File: src/dsw_pkg.sv
// Package for the drive status word builder: bit positions and reset values.
// Assumes a single system clock domain; used by the builder only, its input stage (dsw_sync) does not reference it.
package dsw_pkg;
	localparam int unsigned DSW_WIDTH = 16;
	// Status word bit positions
	localparam int unsigned SB_CTRL_READY = 0;
	localparam int unsigned SB_DRIVE_READY = 1;
	localparam int unsigned SB_ENABLE = 2;
	localparam int unsigned SB_TRIP = 3;
	localparam int unsigned SB_COAST_ECHO = 4;
	localparam int unsigned SB_FAST_ECHO = 5;
	localparam int unsigned SB_START_INHIBIT = 6;
	localparam int unsigned SB_WARNING = 7;
	localparam int unsigned SB_SPEED_MATCH = 8;
	localparam int unsigned SB_BUS_CONTROL = 9;
	localparam int unsigned SB_FREQ_OK = 10;
	localparam int unsigned SB_RUNNING = 11;
	localparam int unsigned SB_AUTO_RESTART = 12;
	localparam int unsigned SB_VOLT_LIMIT = 13;
	localparam int unsigned SB_TORQUE_LIMIT = 14;
	localparam int unsigned SB_TIMER_LIMIT = 15;
	// Command word bit positions
	localparam int unsigned CB_ON = 0;
	localparam int unsigned CB_COAST_N = 1;
	localparam int unsigned CB_FAST_N = 2;
	localparam int unsigned CB_FAULT_RESET = 7;
	localparam int unsigned CB_DATA_VALID = 10;
	// Reset values
	localparam logic [15:0] DSW_RESET = 16'h0040;
	localparam logic [15:0] CMD_RESET = 16'h0000;
	localparam int unsigned COND_WIDTH = 15;
	localparam logic [14:0] COND_RESET = 15'h0000;
	// Input synchroniser depth
	localparam int unsigned SYNC_STAGES = 2;
endpackage : dsw_pkg

File: src/dsw_builder.sv
// Drive status word builder: assembles the 16-bit status word from condition flags.
// Assumes the command word and telegram strobe come from same-clock fieldbus logic,
// and that condition flags come from other domains and are synchronised here.
`timescale 1ns/100ps
module dsw_builder (
	// Clock and reset
	input wire logic clk_sys,
	input wire logic nrst,
	// Fieldbus side, same clock
	input wire logic [15:0] master_command_word,
	input wire logic telegram_strobe,
	output logic [15:0] drive_status_word,
	output logic [15:0] live_status_word,
	// Configuration
	input wire logic profile_select,
	// Drive conditions, asynchronous levels
	input wire logic control_ready,
	input wire logic power_stage_ok,
	input wire logic start_signals_ok,
	input wire logic fault_active,
	input wire logic warning_any,
	input wire logic speed_at_ref,
	input wire logic local_panel_stop,
	input wire logic local_site_sel,
	input wire logic freq_in_window,
	input wire logic start_present,
	input wire logic freq_above_zero,
	input wire logic overload_halt,
	input wire logic dc_link_bad,
	input wire logic torque_over_limit,
	input wire logic thermal_over
);
	typedef struct packed {
		logic [15:0] cmd;
		logic trip;
		logic inhibit;
		logic prev_reset;
		logic prev_coast_n;
		logic prev_fast_n;
		logic prev_on;
		logic [15:0] live;
		logic [15:0] word;
	} dsw_state_t;

	dsw_state_t st_q;
	dsw_state_t st_d;
	// One synchroniser per level; levels are unrelated, so no word coherency needed
	logic c_ctrl_rdy;
	logic c_pwr_ok;
	logic c_start_ok;
	logic c_fault;
	logic c_warn;
	logic c_speed;
	logic c_panel_stop;
	logic c_local_site;
	logic c_freq_win;
	logic c_start;
	logic c_freq_nz;
	logic c_ovl;
	logic c_dc_bad;
	logic c_torque;
	logic c_thermal;

	dsw_sync #(
		.WIDTH(1)
	) u_sync_ctrl_rdy (
		.clk_sys(clk_sys),
		.nrst(nrst),
		.async_in(control_ready),
		.sync_out(c_ctrl_rdy)
	);

	dsw_sync #(
		.WIDTH(1)
	) u_sync_pwr_ok (
		.clk_sys(clk_sys),
		.nrst(nrst),
		.async_in(power_stage_ok),
		.sync_out(c_pwr_ok)
	);

	dsw_sync #(
		.WIDTH(1)
	) u_sync_start_ok (
		.clk_sys(clk_sys),
		.nrst(nrst),
		.async_in(start_signals_ok),
		.sync_out(c_start_ok)
	);

	dsw_sync #(
		.WIDTH(1)
	) u_sync_fault (
		.clk_sys(clk_sys),
		.nrst(nrst),
		.async_in(fault_active),
		.sync_out(c_fault)
	);

	dsw_sync #(
		.WIDTH(1)
	) u_sync_warn (
		.clk_sys(clk_sys),
		.nrst(nrst),
		.async_in(warning_any),
		.sync_out(c_warn)
	);

	dsw_sync #(
		.WIDTH(1)
	) u_sync_speed (
		.clk_sys(clk_sys),
		.nrst(nrst),
		.async_in(speed_at_ref),
		.sync_out(c_speed)
	);

	dsw_sync #(
		.WIDTH(1)
	) u_sync_panel_stop (
		.clk_sys(clk_sys),
		.nrst(nrst),
		.async_in(local_panel_stop),
		.sync_out(c_panel_stop)
	);

	dsw_sync #(
		.WIDTH(1)
	) u_sync_local_site (
		.clk_sys(clk_sys),
		.nrst(nrst),
		.async_in(local_site_sel),
		.sync_out(c_local_site)
	);

	dsw_sync #(
		.WIDTH(1)
	) u_sync_freq_win (
		.clk_sys(clk_sys),
		.nrst(nrst),
		.async_in(freq_in_window),
		.sync_out(c_freq_win)
	);

	dsw_sync #(
		.WIDTH(1)
	) u_sync_start (
		.clk_sys(clk_sys),
		.nrst(nrst),
		.async_in(start_present),
		.sync_out(c_start)
	);

	dsw_sync #(
		.WIDTH(1)
	) u_sync_freq_nz (
		.clk_sys(clk_sys),
		.nrst(nrst),
		.async_in(freq_above_zero),
		.sync_out(c_freq_nz)
	);

	dsw_sync #(
		.WIDTH(1)
	) u_sync_ovl (
		.clk_sys(clk_sys),
		.nrst(nrst),
		.async_in(overload_halt),
		.sync_out(c_ovl)
	);

	dsw_sync #(
		.WIDTH(1)
	) u_sync_dc_bad (
		.clk_sys(clk_sys),
		.nrst(nrst),
		.async_in(dc_link_bad),
		.sync_out(c_dc_bad)
	);

	dsw_sync #(
		.WIDTH(1)
	) u_sync_torque (
		.clk_sys(clk_sys),
		.nrst(nrst),
		.async_in(torque_over_limit),
		.sync_out(c_torque)
	);

	dsw_sync #(
		.WIDTH(1)
	) u_sync_thermal (
		.clk_sys(clk_sys),
		.nrst(nrst),
		.async_in(thermal_over),
		.sync_out(c_thermal)
	);

	always_comb begin
		logic on_c;
		logic coast_n_c;
		logic fast_n_c;
		logic all_on;
		logic reset_rise;
		logic set_inhibit;
		logic clr_inhibit;
		logic [15:0] w;
		on_c = 1'b0;
		coast_n_c = 1'b0;
		fast_n_c = 1'b0;
		all_on = 1'b0;
		reset_rise = 1'b0;
		set_inhibit = 1'b0;
		clr_inhibit = 1'b0;
		w = '0;
		st_d = st_q;

		if (master_command_word[dsw_pkg::CB_DATA_VALID]) begin
			st_d.cmd = master_command_word;
		end

		on_c = st_d.cmd[dsw_pkg::CB_ON];
		coast_n_c = st_d.cmd[dsw_pkg::CB_COAST_N];
		fast_n_c = st_d.cmd[dsw_pkg::CB_FAST_N];
		all_on = on_c & coast_n_c & fast_n_c;
		reset_rise = st_d.cmd[dsw_pkg::CB_FAULT_RESET] & ~st_q.prev_reset;

		if (c_fault) begin
			st_d.trip = 1'b1;
		end else if (reset_rise) begin
			st_d.trip = 1'b0;
		end

		set_inhibit = (st_q.prev_on & ~on_c)
			| (st_q.prev_coast_n & ~coast_n_c)
			| (st_q.prev_fast_n & ~fast_n_c);
		// Inhibit clear pattern; set wins
		// Only a word valid now; the stored word would undo a later set
		clr_inhibit = master_command_word[dsw_pkg::CB_DATA_VALID] & ~on_c & coast_n_c & fast_n_c;
		if (profile_select && set_inhibit) begin
			st_d.inhibit = 1'b1;
		end else if (clr_inhibit) begin
			st_d.inhibit = 1'b0;
		end

		st_d.prev_reset = st_d.cmd[dsw_pkg::CB_FAULT_RESET];
		st_d.prev_on = on_c;
		st_d.prev_coast_n = coast_n_c;
		st_d.prev_fast_n = fast_n_c;

		w[dsw_pkg::SB_CTRL_READY] = c_ctrl_rdy & all_on & ~st_d.trip;
		w[dsw_pkg::SB_DRIVE_READY] = c_ctrl_rdy & all_on & ~st_d.trip & c_pwr_ok & c_start_ok;
		w[dsw_pkg::SB_ENABLE] = all_on & ~st_d.trip;
		w[dsw_pkg::SB_TRIP] = st_d.trip;
		w[dsw_pkg::SB_COAST_ECHO] = coast_n_c;
		w[dsw_pkg::SB_FAST_ECHO] = fast_n_c;
		w[dsw_pkg::SB_START_INHIBIT] = st_d.inhibit;
		w[dsw_pkg::SB_WARNING] = c_warn;
		w[dsw_pkg::SB_SPEED_MATCH] = c_speed;
		w[dsw_pkg::SB_BUS_CONTROL] = ~c_panel_stop & ~c_local_site;
		w[dsw_pkg::SB_FREQ_OK] = c_freq_win;
		w[dsw_pkg::SB_RUNNING] = c_start | c_freq_nz;
		w[dsw_pkg::SB_AUTO_RESTART] = c_ovl & ~st_d.trip;
		w[dsw_pkg::SB_VOLT_LIMIT] = c_dc_bad;
		w[dsw_pkg::SB_TORQUE_LIMIT] = c_torque;
		w[dsw_pkg::SB_TIMER_LIMIT] = c_thermal;

		// Live every cycle, frozen per telegram
		st_d.live = w;
		if (telegram_strobe) begin
			st_d.word = w;
		end
	end

	// Power-up counts as an inhibit event
	always_ff @(posedge clk_sys or negedge nrst) begin
		if (!nrst) begin
			st_q.cmd <= dsw_pkg::CMD_RESET;
			st_q.trip <= dsw_pkg::DSW_RESET[dsw_pkg::SB_TRIP];
			st_q.inhibit <= dsw_pkg::DSW_RESET[dsw_pkg::SB_START_INHIBIT];
			st_q.prev_reset <= dsw_pkg::CMD_RESET[dsw_pkg::CB_FAULT_RESET];
			st_q.prev_coast_n <= dsw_pkg::CMD_RESET[dsw_pkg::CB_COAST_N];
			st_q.prev_fast_n <= dsw_pkg::CMD_RESET[dsw_pkg::CB_FAST_N];
			st_q.prev_on <= dsw_pkg::CMD_RESET[dsw_pkg::CB_ON];
			st_q.live <= dsw_pkg::DSW_RESET;
			st_q.word <= dsw_pkg::DSW_RESET;
		end else begin
			st_q <= st_d;
		end
	end

	assign drive_status_word = st_q.word;
	assign live_status_word = st_q.live;
endmodule : dsw_builder

File: src/dsw_sync.sv
// Two flip-flop synchroniser for a bundle of levels from outside the clock domain.
// Assumes levels are stable for several cycles; no bus coherency across bits.
`timescale 1ns/100ps
module dsw_sync #(
	parameter int unsigned WIDTH = 1
) (
	// Clock and reset
	input wire logic clk_sys,
	input wire logic nrst,
	// Data
	input wire logic [WIDTH-1:0] async_in,
	output logic [WIDTH-1:0] sync_out
);
	typedef struct packed {
		logic [WIDTH-1:0] meta;
		logic [WIDTH-1:0] stable;
	} dsw_sync_t;

	dsw_sync_t st_q;
	dsw_sync_t st_d;

	if (WIDTH < 1) begin : g_width_check
		$error("dsw_sync: WIDTH must be at least 1");
	end

	// First stage feeds only the second
	always_comb begin
		st_d = st_q;
		st_d.meta = async_in;
		st_d.stable = st_q.meta;
	end

	always_ff @(posedge clk_sys or negedge nrst) begin
		if (!nrst) begin
			st_q <= '0;
		end else begin
			st_q <= st_d;
		end
	end

	assign sync_out = st_q.stable;
endmodule : dsw_sync
File: config.mk
export PLATFORM = sky130hd
export DESIGN_NAME = dsw_builder
export DESIGN_NICKNAME = d
export VERILOG_FILES = /design/src/dsw_pkg.sv /design/src/dsw_builder.sv /design/src/dsw_sync.sv
export SDC_FILE = /design/constraint.sdc
export NUM_CORES = 1
export LEC_CHECK = 0
export ABC_CLOCK_PERIOD_IN_PS = 1600
export BUFFER_PORTS_ARGS = -buffer_cell sky130_fd_sc_hd__buf_4
export CAP_MARGIN = 25
export CORE_MARGIN = 1
export CORE_UTILIZATION = 30
export CTS_CLUSTER_SIZE = 12
export DETAILED_ROUTE_END_ITERATION = 6
export GPL_ROUTABILITY_DRIVEN = 0
export HOLD_SLACK_MARGIN = 0.03
export PLACE_DENSITY = 0.61
export SETUP_SLACK_MARGIN = 0.1
export SLEW_MARGIN = 20
export SYNTH_ARGS = -nofsm -noshare
export SYNTH_HDL_FRONTEND = slang
export SYNTH_SLANG_ARGS = --single-unit
File: constraint.sdc
create_clock -name clk_sys -period 1.6 [get_ports clk_sys]
set_clock_uncertainty 0.2 [all_clocks]
set_input_delay 0.16 -clock clk_sys [delete_from_list [all_inputs] [get_ports clk_sys]]
set_output_delay 0.16 -clock clk_sys [all_outputs]
set_load 0.05 [all_outputs]
# --- After elaboration in Yosys (flattened, before gate mapping) ---
# Cells that the tools add are included.
word_totals:
  elab_cells: 72
  output_inout_bits: 32
  input_bits: 35
  regBits: 76
classes:
  bitwise: 26
  reduce_logical: 1
  muxes: 5
op_table:
  columns: ["cell", "count"]
  rows:
  - ["1-bit AND", 16]
  - ["8-bit two-way mux", 1]
  - ["1-bit NOT", 7]
  - ["1-bit two-way mux", 4]
  - ["1-bit OR", 3]
  - ["1-bit logical AND", 1]

# --- Depth between registers and ports, before layout ---
depth:
  word_depth: 8
  ltp_mapped: 5
  ltp_nobuf: 4

# --- Hierarchy ---
# From an unflattened synthesis, not the netlist that was laid out.
unflattened:
  hier_cells: 147
  area_unflattened_um2: 2252.2
modules_own_cells:
  columns: ["mod", "seq_area_each_um2", "cells_each", "instances", "area_per_inst_um2"]
  rows:
  - ["dsw_builder", 853.3, 117, 1, 1501.4]
  - ["dsw_sync", 50.0, 2, 15, 50.0]

# --- Least setup slack after synthesis ---
# Ideal clock, no wire load.
synth_timing:
  path_type: "reg-to-reg"
  from: "reg st_q[45] (netlist bit)"
  to: "reg st_q, in the netlist live_status_word[1]"
  arrival_ns: 1.127
  period_less_slack_ns: 1.395
  setup_time_ns: 0.068
  path_buffers: 0
  required_ns: 1.332
  path_stages_with_launch: 4
  setup_slack_ns: 0.205
  path_cell_list: "dfrtp_1 nand3b_2 a221oi_4 and4_1"
synth_lines:
  columns: ["item", "line_no", "text"]
  rows:
  - ["from (decl)", "dsw_builder.sv:45", "dsw_state_t st_q;"]
  - ["from (signal assigned)", "dsw_builder.sv:288", "st_q <= st_d;"]

==> reports/metrics.csv <==
stage,metric,value,unit
clock_network,insertion_delay,0.33,ns
sta,finalMaxSlewViolations,0,
place,pre_cts_slack,0.1043,ns
sta,min_period,1.436,ns
synthesis,netlist-cell-type-count,26,
synthesis,synth_top_area_frac,0.6897,
clock_network,postCtsSetupBuffers,0,
layout,diodes,0,
layout,syn_to_final_growth,32.59,%
routing,drt_wl_total,3.645,mm
grt,grt_pass1_vias,1234,
sta,fmax,696.5,MHz
layout,final_nets,238,
power_and_ir_drop,p_leak,1.410,nW
setup_path,crit_fanout,6,
routing,drtIter0Drc,45,
setup_path,arrival,1.50,ns
synthesis,synth_area,2250,um^2
sta,tightest_slew,0.3117,ns
sta,slew_headroom,0.7889,
synthesis,yosysTopAreaCell,dfrtp_1,
floorplan,rows,31,
run,max_cap_viol_count,0,
sta,whs,-0.05115,ns
setup_path,crit_buf_inv,2,
floorplan,die_area,7849,um^2
clock_network,htreeDepth,3,
hold_path,hold_start,master_command_word[10],
floorplan,start_util,0.3102,
clock_network,cts.clk_slew.worst_paths,0.06,ns
grt,antenna_found_initial,0,
floorplan,fp.dieH,88.60,um
setup_path,slowest_stage,dlygate4sd3_1,
clock_network,root_buffer,clkbuf_8,
setup_path,crit_type,in2reg,
place,dp_hpwl,2.379,mm
setup_path,r2r_cells,3,
routing,firstDrtPassIters,3,
clock_network,cts.path.max_buffers,2,
floorplan,ios,67,
power_and_ir_drop,p_per_area,1227,nW/um^2
hold_path,holdPathStages,3,
clock_network,cts_made_buffers,9,
sta,post-route-period-util,0.8973,
sta,setup_tns,0,ns
sta,hold_viol,6,
routing,drc,0,
grt,grt_max_degree,27,
sta,rsz0062_at_grt,false,
hold_path,worstHoldPathType,in2reg,
synthesis,syn-num-nets,182,
clock_network,cts.sinks,64,
setup_path,worst_path_largest_cell_delay,0.53,ns
sta,finalSetupViolCount,0,
outcome,status,finished with violations,
floorplan,core,7253,um^2
synthesis,synth.area.top_cells,"dfrtp_1 69%, buf_4 11%, mux2_2 6.5%, dfstp_2 2.3%, nor2_1 1.5%",
grt,grt_pass1_wl,5.906,mm
setup_path,cp.depth,5,
routing,vias_per_cell,3.993,
setup_path,crit_chain,dlygate4sd3_1 -> buf_4 -> nand3b_4 -> a221oi_4 -> and4_1,
routing,num_vias,1218,
grt,gr-total-overflow,0,
floorplan,fp.dieW,88.60,um
layout,layout-drive-gt1-share,0.4466,
synthesis,synth_seq_area_share,0.7130,
grt,met2_usage,0.1622,
synthesis,synth_warnings,0,
setup_path,cp-start-kind,input port,
power_and_ir_drop,ir_worst_vdd,0.0006188,V
grt,grt_use_met3,0.05131,
layout,mostFrequentLayoutCells,"62 x dfrtp_1, 57 x buf_4, 22 x dlygate4sd3_1, 13 x mux2_2, 11 x clkbuf_8",
sta,worst_slack,0.1643,ns
layout,final_common_cell,dfrtp_1,
synthesis,synth_cells,147,
clock_network,cts_tree,yes,
routing,ant_nets,0,
setup_path,required,1.67,ns
setup_path,cp-end-kind,register,
setup_path,regToRegStartpoint,live_status_word[5]$_DFF_PN0_,
grt,track_usage,0.1086,
grt,busiest_layer,met2,
layout,nFillCells,687,
layout,final_cell_count_no_fill,305,
synthesis,avgSynthCellArea,15.30,um^2
setup_path,critPathTopFamily,buffers and inverters,
outcome,violations,hold timing,
routing,avgRoutedWirePerCell,11.95,um
place,numPortBuffers,55,
grt,grt_use_met1,0.1288,
clock_network,postCtsHoldBufs,22,
setup_path,crit_path_start,master_command_word[7],
synthesis,ys_seq_elements,64,
place,dp_cells,269,
[metrics by stage]
step           hold WS (ns)  instance area [um^2]  utilization  power, mW
2_1_floorplan       -0.3356                  2250            -      2.179
3_3_place_gp        -0.1342                  2560       0.3529      2.292
3_5_place_dp        -0.1253                  2560       0.3529      2.301
4_1_cts            -0.04072                  2983       0.4112      3.734
5_1_grt            -0.03832                  2983       0.4112      3.830
6_report           -0.05115                  2983       0.4112      3.659
[Yosys cell counts]
cell type,instances
a21oi_1,2
a221oi_4,1
a22o_1,2
a31oi_1,1
and2_1,2
and2_2,1
and3_1,1
and4_1,1
buf_2,2
buf_4,32
buf_6,1
dfrtp_1,62
dfstp_2,2
inv_1,2
mux2_2,13
nand2_1,2
nand3_1,1
nand3b_2,1
nand4_1,1
nand4b_4,1
nor2_1,9
nor2b_1,3
o21ai_0,1
o2bb2ai_1,1
o311ai_0,1
or2_2,1
[cell type report]
type	instances	area [um^2]	share of cell area
Sequential cell	64	1604	0.5378
Clock buffer	11	151.4	0.05075
Tap cell	99	123.9	0.04153
Inverter	2	7.507	0.002517
Timing Repair Buffer	80	668.1	0.2240
Multi-Input combinational cell	46	385.4	0.1292
Clock inverter	3	42.54	0.01426
[layer usage]
layer	part of all wire	vias to the layer above
li1	-	562
met1	0.42	610
met2	0.50	39
met4	0.019	0
met5	0	-
met3	0.066	7
[worst paths after layout]
| kind | to | slack, ns |
|---|---|---|
| min in group asynchronous | drive_status_word[10]$_DFFE_PN0P_ | 0.06 |
| worst max register to register | live_status_word[1]$_DFF_PN0_ | 0.18 |
| worst min-delay path | live_status_word[6]$_DFF_PN1_ | -0.05 |
| worst min register to register | u_sync_ovl.sync_out$_DFF_PN0_ | 0.15 |
| worst max-delay path | live_status_word[1]$_DFF_PN0_ | 0.16 |
| max in group asynchronous | u_sync_start_ok.sync_out$_DFF_PN0_ | 0.68 |
[cell families (layout without fill, tap and decap cells)]
logic type	count (synthesis)	after routing	synth area share
DFF	64	64	0.7130
AOI/OAI and AO/OA	9	9	0.03671
muxes	13	13	0.06507
and+or+nand+nor	24	24	0.06563
buffers and inverters	37	96	0.1196
[repair_timing]
action	4_1_cts	5_1_grt
setup endpoints to repair	1	1
pin swaps	2	0
gates resized for setup	1	1
hold endpoints to repair	91	7
[worst reg2reg max path: cells and delay by family, from the launching register on]
kind            cells  cell delay (ns)
compound gates      1             0.36
simple gates        2             0.36
flops               1             0.43
[power by group]
group          internal, mW  switching (mW)
Clock                 0.784           0.567
Combinational         0.203           0.328
Sequential             1.73          0.0498
Note: power is estimated with default switching activity, not from simulation.
